===== src/include/shs_pkg.sv =====
// Package: constants and types for the servo homing sequencer
package shs_pkg;

  // Register byte addresses on the register port
  localparam logic [7:0] REG_CTRL        = 8'h00;
  localparam logic [7:0] REG_CONFIG      = 8'h04;
  localparam logic [7:0] REG_SPEED       = 8'h08;
  localparam logic [7:0] REG_DECEL       = 8'h0C;
  localparam logic [7:0] REG_ISTOP_DECEL = 8'h10;
  localparam logic [7:0] REG_PRESET      = 8'h14;
  localparam logic [7:0] REG_STATUS      = 8'h18;
  localparam logic [7:0] REG_INPUTS      = 8'h1C;

  // Command register bits (write-only, self clearing)
  localparam int CTRL_CW_SEARCH  = 0;
  localparam int CTRL_CCW_SEARCH = 1;
  localparam int CTRL_HOLD       = 2;
  localparam int CTRL_ISTOP      = 3;
  localparam int CTRL_PRESET     = 4;

  // Configuration register bits
  localparam int CFG_HOME_EN    = 0;
  localparam int CFG_CW_LIM_EN  = 1;
  localparam int CFG_CCW_LIM_EN = 2;
  localparam int CFG_ESTOP_EN   = 3;
  localparam logic [3:0] CFG_RESET = 4'h0;

  // Status register bits
  localparam int STS_BUSY      = 0;
  localparam int STS_HOMED     = 1;
  localparam int STS_INPUT_ERR = 2;
  localparam int STS_CMD_ERR   = 3;
  localparam int STS_STATE_LSB = 4;

  // Reset values of the motion parameters
  localparam logic [31:0] SPEED_RESET  = 32'h0000_0000;
  localparam logic [31:0] DECEL_RESET  = 32'h0000_0000;
  localparam logic [31:0] PRESET_RESET = 32'h0000_0000;

  // Homing speed is the programmed speed divided by this
  localparam logic [31:0] HOMING_DIVISOR = 32'h0000_000A;

  // Pause timing
  localparam int PAUSE_MS    = 2000;
  localparam int CLK_FREQ_HZ = 250_000_000;
  localparam int CYC_PER_MS  = CLK_FREQ_HZ / 1000;

  // Sequencer states
  typedef enum logic [3:0] {
    ST_IDLE,
    ST_FWD_RUN,
    ST_FWD_STOP,
    ST_LIM_STOP,
    ST_PAUSE_A,
    ST_REV_RUN,
    ST_REV_STOP,
    ST_PAUSE_B,
    ST_CREEP,
    ST_ABORT
  } shs_state_t;

endpackage


===== src/include/shs_pause_if.sv =====
// Interface: pause timer request and completion
`timescale 1ns/100ps
`default_nettype none
interface shs_pause_if;
  logic start;
  logic done;
  modport ctl (output start, input done);
  modport tmr (input start, output done);
endinterface
`default_nettype wire


===== src/rtl/shs_homing.sv =====
// Module: homing sequencer top with register port and sensor inputs
//
// Function
// - Successful search loads zero into profile position
// - Encoder position loaded same value, same update
// - Final segment at one tenth programmed speed
// - Preset loads host value; host keeps range
// - Clockwise search starts and ends clockwise
// - Counter-clockwise search mirrors clockwise sequence
// - Run out until home, stop, pause
// - Reverse until home inactive, stop, pause
// - Creep back, stop on home activation
// - Home active at start: begin reverse run
// - Travel limit: immediate-rate stop, pause, reverse
// - Zero immediate decel halts without ramp
// - Search limit active at start: reverse
// - Opposite limit: immediate stop, input error
// - Hold aborts with programmed decel, no resume
// - Immediate stop command or estop edge stops
// - Searches allowed without any limits configured
//
// The implementer's own choices: the strobed register port and the register addresses.
`timescale 1ns/100ps
`default_nettype none
module shs_homing #(
  parameter int CYCLES_PER_MS = shs_pkg::CYC_PER_MS,
  parameter int PAUSE_MS      = shs_pkg::PAUSE_MS
) (
  input  wire logic        core_clk,
  input  wire logic        sys_rst,
  input  wire logic [7:0]  reg_addr,
  input  wire logic [31:0] reg_wdata,
  input  wire logic        reg_wr,
  input  wire logic        reg_rd,
  output logic      [31:0] reg_rdata_q,
  input  wire logic        home_in,
  input  wire logic        cw_limit_in,
  input  wire logic        ccw_limit_in,
  input  wire logic        estop_in,
  input  wire logic        motion_stopped,
  output logic             motion_run_q,
  output logic             motion_dir_cw_q,
  output logic      [31:0] motion_speed_q,
  output logic      [31:0] motion_decel_q,
  output logic             motion_halt_q,
  output logic             prof_pos_load_q,
  output logic             enc_pos_load_q,
  output logic      [31:0] pos_value_q
);

  shs_pause_if pause_bus ();
  shs_pause_timer #(
    .CYCLES_PER_MS (CYCLES_PER_MS),
    .PAUSE_MS      (PAUSE_MS)
  ) u_pause (
    .core_clk (core_clk),
    .sys_rst  (sys_rst),
    .pause    (pause_bus.tmr)
  );
  logic [3:0]  sync1_q;
  logic [3:0]  sync2_q;
  logic        home_prev_q;
  logic        estop_prev_q;
  logic [3:0]  cfg_q;
  logic [31:0] speed_q;
  logic [31:0] decel_q;
  logic [31:0] istop_decel_q;
  logic [31:0] preset_q;
  logic        homed_q;
  logic        input_err_q;
  logic        cmd_err_q;
  logic        input_err_set_q;
  logic        cmd_err_set_q;
  logic        pause_start_q;
  logic        seen_q;
  logic        search_cw_q;
  shs_pkg::shs_state_t state_q;

  logic        home_s;
  logic        cw_lim_s;
  logic        ccw_lim_s;
  logic        estop_rise;
  logic        wr_ctrl;
  logic        cmd_cw;
  logic        cmd_ccw;
  logic        cmd_hold;
  logic        cmd_istop;
  logic        cmd_preset;
  logic        fwd_lim;
  logic        opp_lim;
  logic        start_fwd_lim;
  logic        err_clear_in;
  logic        err_clear_cmd;
  logic [31:0] homing_speed;

  assign pause_bus.start = pause_start_q;
  // Two-stage synchronisers for the sensor pins, then edge history of home and estop
  always_ff @(posedge core_clk) begin
    if (sys_rst) begin
      sync1_q      <= 4'h0;
      sync2_q      <= 4'h0;
      home_prev_q  <= 1'b0;
      estop_prev_q <= 1'b0;
    end else begin
      sync1_q      <= {estop_in, ccw_limit_in, cw_limit_in, home_in};
      sync2_q      <= sync1_q;
      home_prev_q  <= home_s;
      estop_prev_q <= sync2_q[3];
    end
  end

  // Inputs qualified by configuration; unconfigured limits never act
  assign home_s     = sync2_q[0] & cfg_q[shs_pkg::CFG_HOME_EN];
  assign cw_lim_s   = sync2_q[1] & cfg_q[shs_pkg::CFG_CW_LIM_EN];
  assign ccw_lim_s  = sync2_q[2] & cfg_q[shs_pkg::CFG_CCW_LIM_EN];
  assign estop_rise = sync2_q[3] & ~estop_prev_q & cfg_q[shs_pkg::CFG_ESTOP_EN];
  // Limits seen relative to the requested search direction, not the current travel
  assign fwd_lim       = search_cw_q ? cw_lim_s : ccw_lim_s;
  assign opp_lim       = search_cw_q ? ccw_lim_s : cw_lim_s;
  assign start_fwd_lim = cmd_cw ? cw_lim_s : ccw_lim_s;

  // One-cycle command pulses from a write to the command register
  assign wr_ctrl    = reg_wr & (reg_addr == shs_pkg::REG_CTRL);
  assign cmd_cw     = wr_ctrl & reg_wdata[shs_pkg::CTRL_CW_SEARCH];
  assign cmd_ccw    = wr_ctrl & reg_wdata[shs_pkg::CTRL_CCW_SEARCH] & ~cmd_cw;
  assign cmd_hold   = wr_ctrl & reg_wdata[shs_pkg::CTRL_HOLD];
  assign cmd_istop  = wr_ctrl & reg_wdata[shs_pkg::CTRL_ISTOP];
  assign cmd_preset = wr_ctrl & reg_wdata[shs_pkg::CTRL_PRESET];

  // Write-one-to-clear of the sticky error flags
  assign err_clear_in  = reg_wr & (reg_addr == shs_pkg::REG_STATUS)
                         & reg_wdata[shs_pkg::STS_INPUT_ERR];
  assign err_clear_cmd = reg_wr & (reg_addr == shs_pkg::REG_STATUS)
                         & reg_wdata[shs_pkg::STS_CMD_ERR];

  // Final segment speed
  assign homing_speed = speed_q / shs_pkg::HOMING_DIVISOR;
  // Stop ramp for an immediate stop; zero means no ramp at all
  function automatic logic istop_no_ramp(input logic [31:0] rate);
    istop_no_ramp = (rate == 32'h0000_0000);
  endfunction

  // Writable parameter registers
  always_ff @(posedge core_clk) begin
    if (sys_rst) begin
      cfg_q         <= shs_pkg::CFG_RESET;
      speed_q       <= shs_pkg::SPEED_RESET;
      decel_q       <= shs_pkg::DECEL_RESET;
      istop_decel_q <= shs_pkg::DECEL_RESET;
      preset_q      <= shs_pkg::PRESET_RESET;
    end else if (reg_wr) begin
      unique case (reg_addr)
        shs_pkg::REG_CONFIG:      cfg_q         <= reg_wdata[3:0];
        shs_pkg::REG_SPEED:       speed_q       <= reg_wdata;
        shs_pkg::REG_DECEL:       decel_q       <= reg_wdata;
        shs_pkg::REG_ISTOP_DECEL: istop_decel_q <= reg_wdata;
        shs_pkg::REG_PRESET:      preset_q      <= reg_wdata;
        default: ;
      endcase
    end
  end

  // Read data, valid the cycle after the read strobe only
  always_ff @(posedge core_clk) begin
    if (sys_rst) begin
      reg_rdata_q <= 32'h0000_0000;
    end else if (reg_rd) begin
      unique case (reg_addr)
        shs_pkg::REG_CONFIG:      reg_rdata_q <= {28'h0000000, cfg_q};
        shs_pkg::REG_SPEED:       reg_rdata_q <= speed_q;
        shs_pkg::REG_DECEL:       reg_rdata_q <= decel_q;
        shs_pkg::REG_ISTOP_DECEL: reg_rdata_q <= istop_decel_q;
        shs_pkg::REG_PRESET:      reg_rdata_q <= preset_q;
        shs_pkg::REG_STATUS:      reg_rdata_q <= {24'h000000, 4'(state_q), cmd_err_q,
                                                  input_err_q, homed_q,
                                                  (state_q != shs_pkg::ST_IDLE)};
        shs_pkg::REG_INPUTS:      reg_rdata_q <= {28'h0000000, sync2_q};
        default:                  reg_rdata_q <= 32'h0000_0000;
      endcase
    end else begin
      reg_rdata_q <= 32'h0000_0000;
    end
  end

  // Sticky error flags; a new event wins over a clear in the same cycle
  always_ff @(posedge core_clk) begin
    if (sys_rst) begin
      input_err_q <= 1'b0;
      cmd_err_q   <= 1'b0;
    end else begin
      input_err_q <= input_err_set_q | (input_err_q & ~err_clear_in);
      cmd_err_q   <= cmd_err_set_q | (cmd_err_q & ~err_clear_cmd);
    end
  end

  // Homing sequencer and motion command outputs
  always_ff @(posedge core_clk) begin
    if (sys_rst) begin
      state_q         <= shs_pkg::ST_IDLE;
      seen_q          <= 1'b0;
      search_cw_q     <= 1'b1;
      homed_q         <= 1'b0;
      motion_run_q    <= 1'b0;
      motion_dir_cw_q <= 1'b1;
      motion_speed_q  <= 32'h0000_0000;
      motion_decel_q  <= 32'h0000_0000;
      motion_halt_q   <= 1'b0;
      prof_pos_load_q <= 1'b0;
      enc_pos_load_q  <= 1'b0;
      pos_value_q     <= 32'h0000_0000;
      pause_start_q   <= 1'b0;
      input_err_set_q <= 1'b0;
      cmd_err_set_q   <= 1'b0;
    end else begin
      prof_pos_load_q <= 1'b0;
      enc_pos_load_q  <= 1'b0;
      motion_halt_q   <= 1'b0;
      pause_start_q   <= 1'b0;
      input_err_set_q <= 1'b0;
      cmd_err_set_q   <= 1'b0;
      if (state_q == shs_pkg::ST_IDLE) begin
        if (cmd_preset) begin
          prof_pos_load_q <= 1'b1;
          enc_pos_load_q  <= 1'b1;
          pos_value_q     <= preset_q;
        end else if (cmd_cw | cmd_ccw) begin
          if (!cfg_q[shs_pkg::CFG_HOME_EN]) begin
            cmd_err_set_q <= 1'b1;
          end else begin
            homed_q         <= 1'b0;
            search_cw_q     <= cmd_cw;
            motion_dir_cw_q <= cmd_cw;
            motion_speed_q  <= speed_q;
            motion_decel_q  <= decel_q;
            motion_run_q    <= 1'b1;
            if (home_s) begin
              motion_dir_cw_q <= ~cmd_cw;
              seen_q          <= 1'b1;
              state_q         <= shs_pkg::ST_REV_RUN;
            end else if (start_fwd_lim) begin
              motion_dir_cw_q <= ~cmd_cw;
              seen_q          <= 1'b0;
              state_q         <= shs_pkg::ST_REV_RUN;
            end else begin
              state_q <= shs_pkg::ST_FWD_RUN;
            end
          end
        end
      end else if ((cmd_istop | estop_rise | opp_lim) && (state_q != shs_pkg::ST_ABORT)) begin
        motion_run_q   <= 1'b0;
        motion_decel_q <= istop_decel_q;
        motion_halt_q  <= istop_no_ramp(istop_decel_q);
        input_err_set_q <= opp_lim & ~cmd_istop & ~estop_rise;
        state_q        <= shs_pkg::ST_ABORT;
      end else if (cmd_hold && (state_q != shs_pkg::ST_ABORT)) begin
        motion_run_q   <= 1'b0;
        motion_decel_q <= decel_q;
        state_q        <= shs_pkg::ST_ABORT;
      end else begin
        unique case (state_q)
          shs_pkg::ST_FWD_RUN: begin
            if (fwd_lim) begin
              motion_run_q   <= 1'b0;
              motion_decel_q <= istop_decel_q;
              motion_halt_q  <= istop_no_ramp(istop_decel_q);
              state_q        <= shs_pkg::ST_LIM_STOP;
            end else if (home_s) begin
              motion_run_q <= 1'b0;
              state_q      <= shs_pkg::ST_FWD_STOP;
            end
          end
          shs_pkg::ST_FWD_STOP, shs_pkg::ST_LIM_STOP: begin
            if (motion_stopped) begin
              pause_start_q <= 1'b1;
              state_q       <= shs_pkg::ST_PAUSE_A;
            end
          end
          shs_pkg::ST_PAUSE_A: begin
            if (pause_bus.done) begin
              motion_dir_cw_q <= ~motion_dir_cw_q;
              motion_speed_q  <= speed_q;
              motion_decel_q  <= decel_q;
              motion_run_q    <= 1'b1;
              seen_q          <= 1'b0;
              state_q         <= shs_pkg::ST_REV_RUN;
            end
          end
          shs_pkg::ST_REV_RUN: begin
            if (home_s) begin
              seen_q <= 1'b1;
            end else if (seen_q) begin
              motion_run_q <= 1'b0;
              state_q      <= shs_pkg::ST_REV_STOP;
            end
          end
          shs_pkg::ST_REV_STOP: begin
            if (motion_stopped) begin
              pause_start_q <= 1'b1;
              state_q       <= shs_pkg::ST_PAUSE_B;
            end
          end
          shs_pkg::ST_PAUSE_B: begin
            if (pause_bus.done) begin
              motion_dir_cw_q <= ~motion_dir_cw_q;
              motion_speed_q  <= homing_speed;
              motion_decel_q  <= decel_q;
              motion_run_q    <= 1'b1;
              state_q         <= shs_pkg::ST_CREEP;
            end
          end
          shs_pkg::ST_CREEP: begin
            if (fwd_lim) begin
              motion_run_q   <= 1'b0;
              motion_decel_q <= istop_decel_q;
              motion_halt_q  <= istop_no_ramp(istop_decel_q);
              state_q        <= shs_pkg::ST_LIM_STOP;
            end else if (home_s & ~home_prev_q) begin
              motion_run_q    <= 1'b0;
              motion_halt_q   <= 1'b1;
              prof_pos_load_q <= 1'b1;
              enc_pos_load_q  <= 1'b1;
              pos_value_q     <= 32'h0000_0000;
              homed_q         <= 1'b1;
              state_q         <= shs_pkg::ST_IDLE;
            end
          end
          shs_pkg::ST_ABORT: begin
            if (motion_stopped) begin
              state_q <= shs_pkg::ST_IDLE;
            end
          end
          default: state_q <= shs_pkg::ST_IDLE;
        endcase
      end
    end
  end

endmodule
`default_nettype wire


===== src/rtl/shs_pause_timer.sv =====
// Module: millisecond-scaled pause timer
`timescale 1ns/100ps
`default_nettype none
module shs_pause_timer #(
  parameter int CYCLES_PER_MS = shs_pkg::CYC_PER_MS,
  parameter int PAUSE_MS      = shs_pkg::PAUSE_MS
) (
  input  wire logic  core_clk,
  input  wire logic  sys_rst,
  shs_pause_if.tmr   pause
);

  logic [31:0] cyc_q;
  logic [31:0] ms_q;
  logic        run_q;
  logic        done_q;

  assign pause.done = done_q;

  // Cycle prescaler feeding a millisecond count; start restarts it
  always_ff @(posedge core_clk) begin
    if (sys_rst) begin
      cyc_q  <= 32'h0000_0000;
      ms_q   <= 32'h0000_0000;
      run_q  <= 1'b0;
      done_q <= 1'b0;
    end else begin
      done_q <= 1'b0;
      if (pause.start) begin
        cyc_q <= 32'h0000_0000;
        ms_q  <= 32'h0000_0000;
        run_q <= 1'b1;
      end else if (run_q) begin
        if (cyc_q == 32'(CYCLES_PER_MS - 1)) begin
          cyc_q <= 32'h0000_0000;
          if (ms_q == 32'(PAUSE_MS - 1)) begin
            run_q  <= 1'b0;
            done_q <= 1'b1;
          end else begin
            ms_q <= ms_q + 32'h0000_0001;
          end
        end else begin
          cyc_q <= cyc_q + 32'h0000_0001;
        end
      end
    end
  end

endmodule
`default_nettype wire


===== config.mk =====
export PLATFORM = sky130hd
export DESIGN_NAME = shs_homing
export DESIGN_NICKNAME = d
export VERILOG_FILES = /design/src/include/shs_pkg.sv /design/src/include/shs_pause_if.sv /design/src/rtl/shs_homing.sv /design/src/rtl/shs_pause_timer.sv
export SDC_FILE = /design/constraint.sdc
export NUM_CORES = 1
export LEC_CHECK = 0
export BUFFER_PORTS_ARGS = -buffer_cell sky130_fd_sc_hd__buf_2
export CAP_MARGIN = 30
export CORE_MARGIN = 1
export CORE_UTILIZATION = 31
export DETAILED_ROUTE_END_ITERATION = 6
export GPL_ROUTABILITY_DRIVEN = 0
export PLACE_DENSITY = 0.52
export SYNTH_ARGS = -nofsm -noshare
export SYNTH_HDL_FRONTEND = slang
export SYNTH_HIERARCHICAL = 1
export SYNTH_SLANG_ARGS = --single-unit

===== constraint.sdc =====
create_clock -name core_clk -period 13.65 [get_ports core_clk]
set_input_delay 1.365 -clock core_clk [delete_from_list [all_inputs] [get_ports core_clk]]
set_output_delay 1.365 -clock core_clk [all_outputs]
set_load 0.02 [all_outputs]

==> flow_metrics.py, run 1 <==
metrics = {
    "outcome": {
        "status": "completed",
    },
    "global_route": {
        "grt.busiest_layer": "met2",
        "grt.overflow.total": 0,
        "gr-usage-met1": 0.275,
        "grt_pass1_vias": 18100,
        "grt_pass1_wl_um": 104000,
        "grt_util_met3": 0.0322,
        "antenna_found_initial": 4,
        "grtUsageTotal": 0.204,
        "grt_use_met2": 0.331,
        "grt_max_degree": 87,
    },
    "logic_synthesis": {
        "synthTopCellsByCount": "nand2_1 (386), dfxtp_1 (352), a21oi_1 (268), nor2_1 (240), clkbuf_1 (163)",
        "yosysTopAreaCellShare": 0.366,
        "yosysSeqAreaShare": 0.366,
        "netlist_area_um2": 19300,
        "synth_edf_count": 0,
        "async_flop_share": 0,
        "synth_nets": 2520,
        "synth_cell_type_count": 130,
        "syn_inst": 2469,
        "yosys.area.top_type": "dfxtp_1",
        "ys.flop_type": "dfxtp_1",
        "yosysWarnings": 6,
        "synthTopCellsByArea": "dfxtp_1 (37%), nand2_1 (7.5%), a21oi_1 (7.0%), nor2_1 (4.7%), a22oi_1 (3.9%)",
        "yosysMostFrequentCell": "nand2_1",
        "avgSynthCellArea_um2": 7.80,
        "ys_ff_latch": 352,
    },
    "clock_tree": {
        "clkTransAtPathRegs_ns": 0.06,
        "numCtsBuffers": 43,
        "ctsHoldBuffers": 0,
        "cts_tree": "built",
        "cts_buffer_depth": 3,
        "clock_sinks": 352,
        "cts_resized": 0,
        "cts_root_buf": "clkbuf_16",
        "post_cts_buffers": 0,
        "htreeDepth": 2,
        "clk_latency_ns": 0.59,
    },
    "drt": {
        "postRouteAntennaNets": 0,
        "drt-total-wl_um": 66300,
        "viasPerCell": 5.74,
        "drt_iter0_markers": 1754,
        "wire_per_inst_um": 19.5,
        "drtPass1Iterations": 6,
        "vias": 19500,
        "drc": 0,
    },
    "floorplan": {
        "die_x_um": 251,
        "fp.dieH_um": 251,
        "fp.dieArea_um2": 63100,
        "initial_utilization": 0.313,
        "fp.coreArea_um2": 61600,
        "pin_count": 182,
        "rows": 91,
    },
    "sta": {
        "hold_viol_final": 0,
        "fin_hold_ws_ns": 0.442,
        "worst_pin_slew_ns": 1.09,
        "setup_viol": 0,
        "rsz0062_at_grt": "false",
        "setup_slack_ns": 2.12,
        "fin_tns_setup_ns": 0,
        "final_max_slew_viol_count": 0,
        "clock_skew_ns": 0.0323,
        "fin_crit_sh": 0.845,
        "fmax_mhz": 86.7,
        "maxSlewHeadroom": 0.267,
        "fin_crit_ns": 11.53,
    },
    "power": {
        "leakagePower_nw": 7.44,
        "pwr_density_cell_nw_per_um2": 137,
        "ir_drop_mv": 0.109,
    },
    "placement": {
        "place.port_buffers": 181,
        "pre_cts_ws_ns": 2.42,
        "post-dp-hpwl_um": 44900,
    },
    "worst_setup_path": {
        "crit_type": "flop to flop",
        "regToRegSetupSlack_ns": 2.12,
        "cp_max_fo": 16,
        "slowest_delay_ns": 0.85,
        "slowest_stage": "nor3_1",
        "cp-end-kind": "flop",
        "required_ns": 14.11,
        "rr_startpoint": "speed_q[29]$_SDFFE_PP0P_",
        "cp-start-kind": "flop",
        "crit_arrival_ns": 11.99,
        "startpoint": "speed_q[29]$_SDFFE_PP0P_",
    },
    "worst_hold_path": {
        "min_from": "sync1_q[2]$_SDFF_PP0_",
        "hp-class": "flop to flop",
    },
    "flow_run": {
        "maxCapViolCount": 0,
    },
    "finish": {
        "drive_above_1_share": 0.153,
        "num-nets-final": 2578,
        "area_growth_pct": 15.1,
        "fillers": 6422,
    },
}
-- logic make-up after synthesis --
family                   synth area share
AO/OA/AOI/OAI                       0.275
XOR/XNOR                           0.0198
adder cells (fa/ha/maj)           0.00292
buffers and inverters              0.0492
flip-flops                          0.366
multiplexers                       0.0284
AND/OR/NAND/NOR                     0.258
-- stage by stage --
stage	utilization	total power, mW	area (µm²)	instances
after global placement	0.335	1.86	20700	3316
after detailed placement	0.336	1.87	20700	3318
final	0.360	3.04	22200	3394
after global routing	0.360	3.18	22200	3393
after CTS	0.360	3.07	22200	3392
after floorplan	-	1.63	19300	2469
-- cell type report --
class                           count  area, µm²  area share
Clock buffer                       56       1180      0.0535
Clock inverter                     18        269      0.0121
Inverter                           34        128     0.00576
Multi-Input combinational cell   1889      11400       0.512
Sequential cell                   352       7050       0.318
Timing Repair Buffer              207       1130      0.0511
Antenna cell                        1       2.50    0.000113
Tap cell                          837       1050      0.0473
-- path summary, 6_finish.rpt --
path | end | depth (start not counted)
setup / recovery | motion_speed_q[0]$_SDFFE_PP0P_ | 35
hold / removal | sync2_q[2]$_SDFF_PP0_ | 1
setup reg to reg | motion_speed_q[0]$_SDFFE_PP0P_ | 35
hold reg to reg | sync2_q[2]$_SDFF_PP0_ | 1
-- flip-flops by register name, summed over array words and instances, names as in the netlist, 4 cells and up --
signal          flops
istop_decel_q      32
sync2_q             4
pos_value_q        32
motion_speed_q     32
u_pause/ms_q       32
preset_q           32
u_pause/cyc_q      32
reg_rdata_q        32
speed_q            32
state_q             4
cfg_q               4
motion_decel_q     32
decel_q            32
sync1_q             4
-- placed cells by master, fill, tap and decap left out, types with 25 or more instances in the layout --
cell / netlist / routed
a211oi_1: 60 / 60
a21oi_1: 268 / 267
a22oi_1: 99 / 99
buf_2: 16 / 180
clkbuf_16: 0 / 43
dfxtp_1: 352 / 352
inv_1: 30 / 30
mux2i_1: 47 / 47
nand2_1: 386 / 385
nand3_1: 73 / 73
nand4_1: 42 / 42
nor2_1: 240 / 233
nor3_1: 58 / 58
nor4_1: 36 / 35
o211ai_1: 25 / 25
o21ai_0: 71 / 71
or3_1: 29 / 29
xnor2_1: 28 / 28
-- critical path, delay by kind of cell, from the launching register on --
family,cells,cell delay (ns)
compound gates,21,5.99
xor+xnor,2,0.43
flops,1,0.65
mux,2,1.02
simple gates,10,3.25
-- metal layers --
metal	routed length [µm]	vias up
met1	29500	9391
met2	30700	733
met5	36	-
li1	-	9233
met3	4250	125
met4	1790	6
-- power breakdown --
group / internal (mW) / switching [mW] / total [mW]
registers: 1.09 / 0.0552 / 1.15
clock network: 0.713 / 0.481 / 1.19
logic: 0.230 / 0.469 / 0.698
Power figures use the tool's default switching activity.
==> inputs of run 2 (changes only) <==
==> constraint.sdc (replaced) <==
create_clock -name core_clk -period 11.45 [get_ports core_clk]
set_input_delay 1.145 -clock core_clk [delete_from_list [all_inputs] [get_ports core_clk]]
set_output_delay 1.145 -clock core_clk [all_outputs]
set_load 0.02 [all_outputs]
==> run 2 against run 1 <==
Sequential share of layout area is 0.15 points lower. Critical path type unchanged. Critical path depth stayed put. Largest cell class unchanged. Combinational power is 19% higher.
==> flow_metrics.py, run 2 (synthesis gave the netlist of run 1 again) <==
metrics = {
    "clock_tree": {
        "clock_sinks": 352,
        "cts_buffer_depth": 3,
        "clkTransAtPathRegs_ns": 0.06,
        "numCtsBuffers": 42,
        "cts_root_buf": "clkbuf_16",
        "cts_tree": "built",
        "ctsHoldBuffers": 0,
        "htreeDepth": 2,
        "clk_latency_ns": 0.61,
    },
    "global_route": {
        "antenna_found_initial": 3,
        "grt_use_met2": 0.337,
        "grt.overflow.total": 0,
        "grt_pass1_wl_um": 104000,
        "grt_pass1_vias": 18100,
        "grt_max_degree": 195,
        "grt.busiest_layer": "met2",
        "grtUsageTotal": 0.204,
        "gr-usage-met1": 0.271,
        "grt_util_met3": 0.0311,
    },
    "finish": {
        "area_growth_pct": 15.7,
        "multi_input_area_um2": 11400,
        "finalNonFillerCells": 3402,
        "drive_above_1_share": 0.156,
        "fillers": 6418,
        "postLayoutCellArea_um2": 22300,
        "final_common_cell": "nand2_1",
        "register_area_um2": 7050,
        "fin_util": 0.362,
        "num-nets-final": 2582,
        "layout_common_cells": "nand2_1 (384), dfxtp_1 (351), a21oi_1 (267)",
    },
    "flow_run": {
        "maxCapViolCount": 0,
    },
    "placement": {
        "post_dp_cell_area_um2": 20700,
        "place.port_buffers": 181,
        "dpl.cell_count": 3321,
        "post-dp-hpwl_um": 44700,
        "pre_cts_ws_ns": 0.407,
    },
    "power": {
        "leakagePower_nw": 7.48,
        "power.total_mw": 3.64,
        "pwr_density_cell_nw_per_um2": 163,
        "ir_drop_mv": 0.152,
    },
    "sta": {
        "fin_tns_setup_ns": 0,
        "maxSlewHeadroom": 0.307,
        "hold_viol_final": 0,
        "worst_pin_slew_ns": 1.04,
        "fin_hold_ws_ns": 0.444,
        "fin_crit_sh": 0.946,
        "setup_viol": 0,
        "clock_skew_ns": 0.0438,
        "final_max_slew_viol_count": 0,
        "fmax_mhz": 92.3,
        "setup_slack_ns": 0.619,
        "fin_crit_ns": 10.83,
        "rsz0062_at_grt": "false",
    },
    "drt": {
        "drt_iter0_markers": 2037,
        "drc": 0,
        "drt-total-wl_um": 66700,
        "postRouteAntennaNets": 0,
        "drtPass1Iterations": 6,
        "viasPerCell": 5.71,
        "wire_per_inst_um": 19.6,
        "vias": 19400,
    },
    "worst_setup_path": {
        "required_ns": 11.94,
        "cp-start-kind": "flop",
        "worst_r2r_endpoint": "motion_speed_q[0]$_SDFFE_PP0P_",
        "slowest_delay_ns": 0.65,
        "slowest_stage": "dfxtp_1",
        "r2r_cells": 35,
        "critPathCapture": "motion_speed_q[0]$_SDFFE_PP0P_",
        "cp_max_fo": 15,
        "startpoint": "speed_q[27]$_SDFFE_PP0P_",
        "crit_arrival_ns": 11.32,
        "crit_type": "flop to flop",
        "rr_startpoint": "speed_q[27]$_SDFFE_PP0P_",
        "cp-end-kind": "flop",
        "regToRegSetupSlack_ns": 0.62,
    },
    "floorplan": {
        "fp.dieArea_um2": 63100,
        "die_x_um": 251,
        "fp.dieH_um": 251,
        "fp.coreArea_um2": 61600,
        "initial_utilization": 0.313,
        "pin_count": 182,
        "rows": 91,
    },
    "worst_hold_path": {
        "hp-class": "flop to flop",
    },
    "outcome": {
        "status": "completed",
    },
}
[run 2: changes by cell type in the layout (fill, tap and decap cells not counted), sizes merged]
cell / previous run / this run
buf: 206 / 211
inv: 37 / 31
clkbuf: 57 / 62
clkinvlp: 1 / 2
clkinv: 9 / 12
[run 2: worst max-delay path, delay by kind of cell, from the launching register on]
kind | cells | cell delay [ns]
AOI/OAI and AO/OA | 21 | 5.90
and+or+nand+nor | 10 | 2.95
muxes | 2 | 0.77
xor gates and xnor gates | 2 | 0.45
DFF | 1 | 0.65
[run 2: worst min-delay path by stage]
stage                                         start                              end  slack (ns)  depth (start not counted)
floorplan                  cmd_err_set_q$_SDFF_PP0_             cmd_err_q$_SDFF_PP0_        0.41                          2
global placement              sync1_q[2]$_SDFF_PP0_            sync2_q[2]$_SDFF_PP0_        0.43                          1
detailed placement            sync1_q[3]$_SDFF_PP0_            sync2_q[3]$_SDFF_PP0_        0.43                          1
CTS                 motion_speed_q[25]$_SDFFE_PP0P_  motion_speed_q[25]$_SDFFE_PP0P_        0.45                          2
global route                  sync1_q[0]$_SDFF_PP0_            sync2_q[0]$_SDFF_PP0_        0.46                          1
finish                        sync1_q[2]$_SDFF_PP0_            sync2_q[2]$_SDFF_PP0_        0.44                          1
[run 2: timing repair]
action	in CTS	in global routing
endpoints found under the setup margin	0	3
gates resized for setup	0	4
buffers inserted	0	2
[run 2: final cells by class]
type,instances,share of cell area
timing repair buffer,212,0.0533
clock inverter,16,0.0124
multi-input combinational,1889,0.510
tap,837,0.0470
clock buffer,61,0.0549
sequential,352,0.316
antenna,1,0.000112
inverter,34,0.00573
[run 2: per-layer routing]
metal,wire (µm),vias to the layer above,share of wire
li1,-,9240,-
met1,29900,9331,0.45
met2,30800,720,0.46
met3,4180,120,0.063
met4,1780,4,0.027
met5,26,-,0.00039
[run 2: report_power, final]
group / internal [mW] / total (mW) / switching [mW]
Sequential: 1.30 / 1.37 / 0.0669
Clock: 0.863 / 1.44 / 0.572
Combinational: 0.274 / 0.833 / 0.559
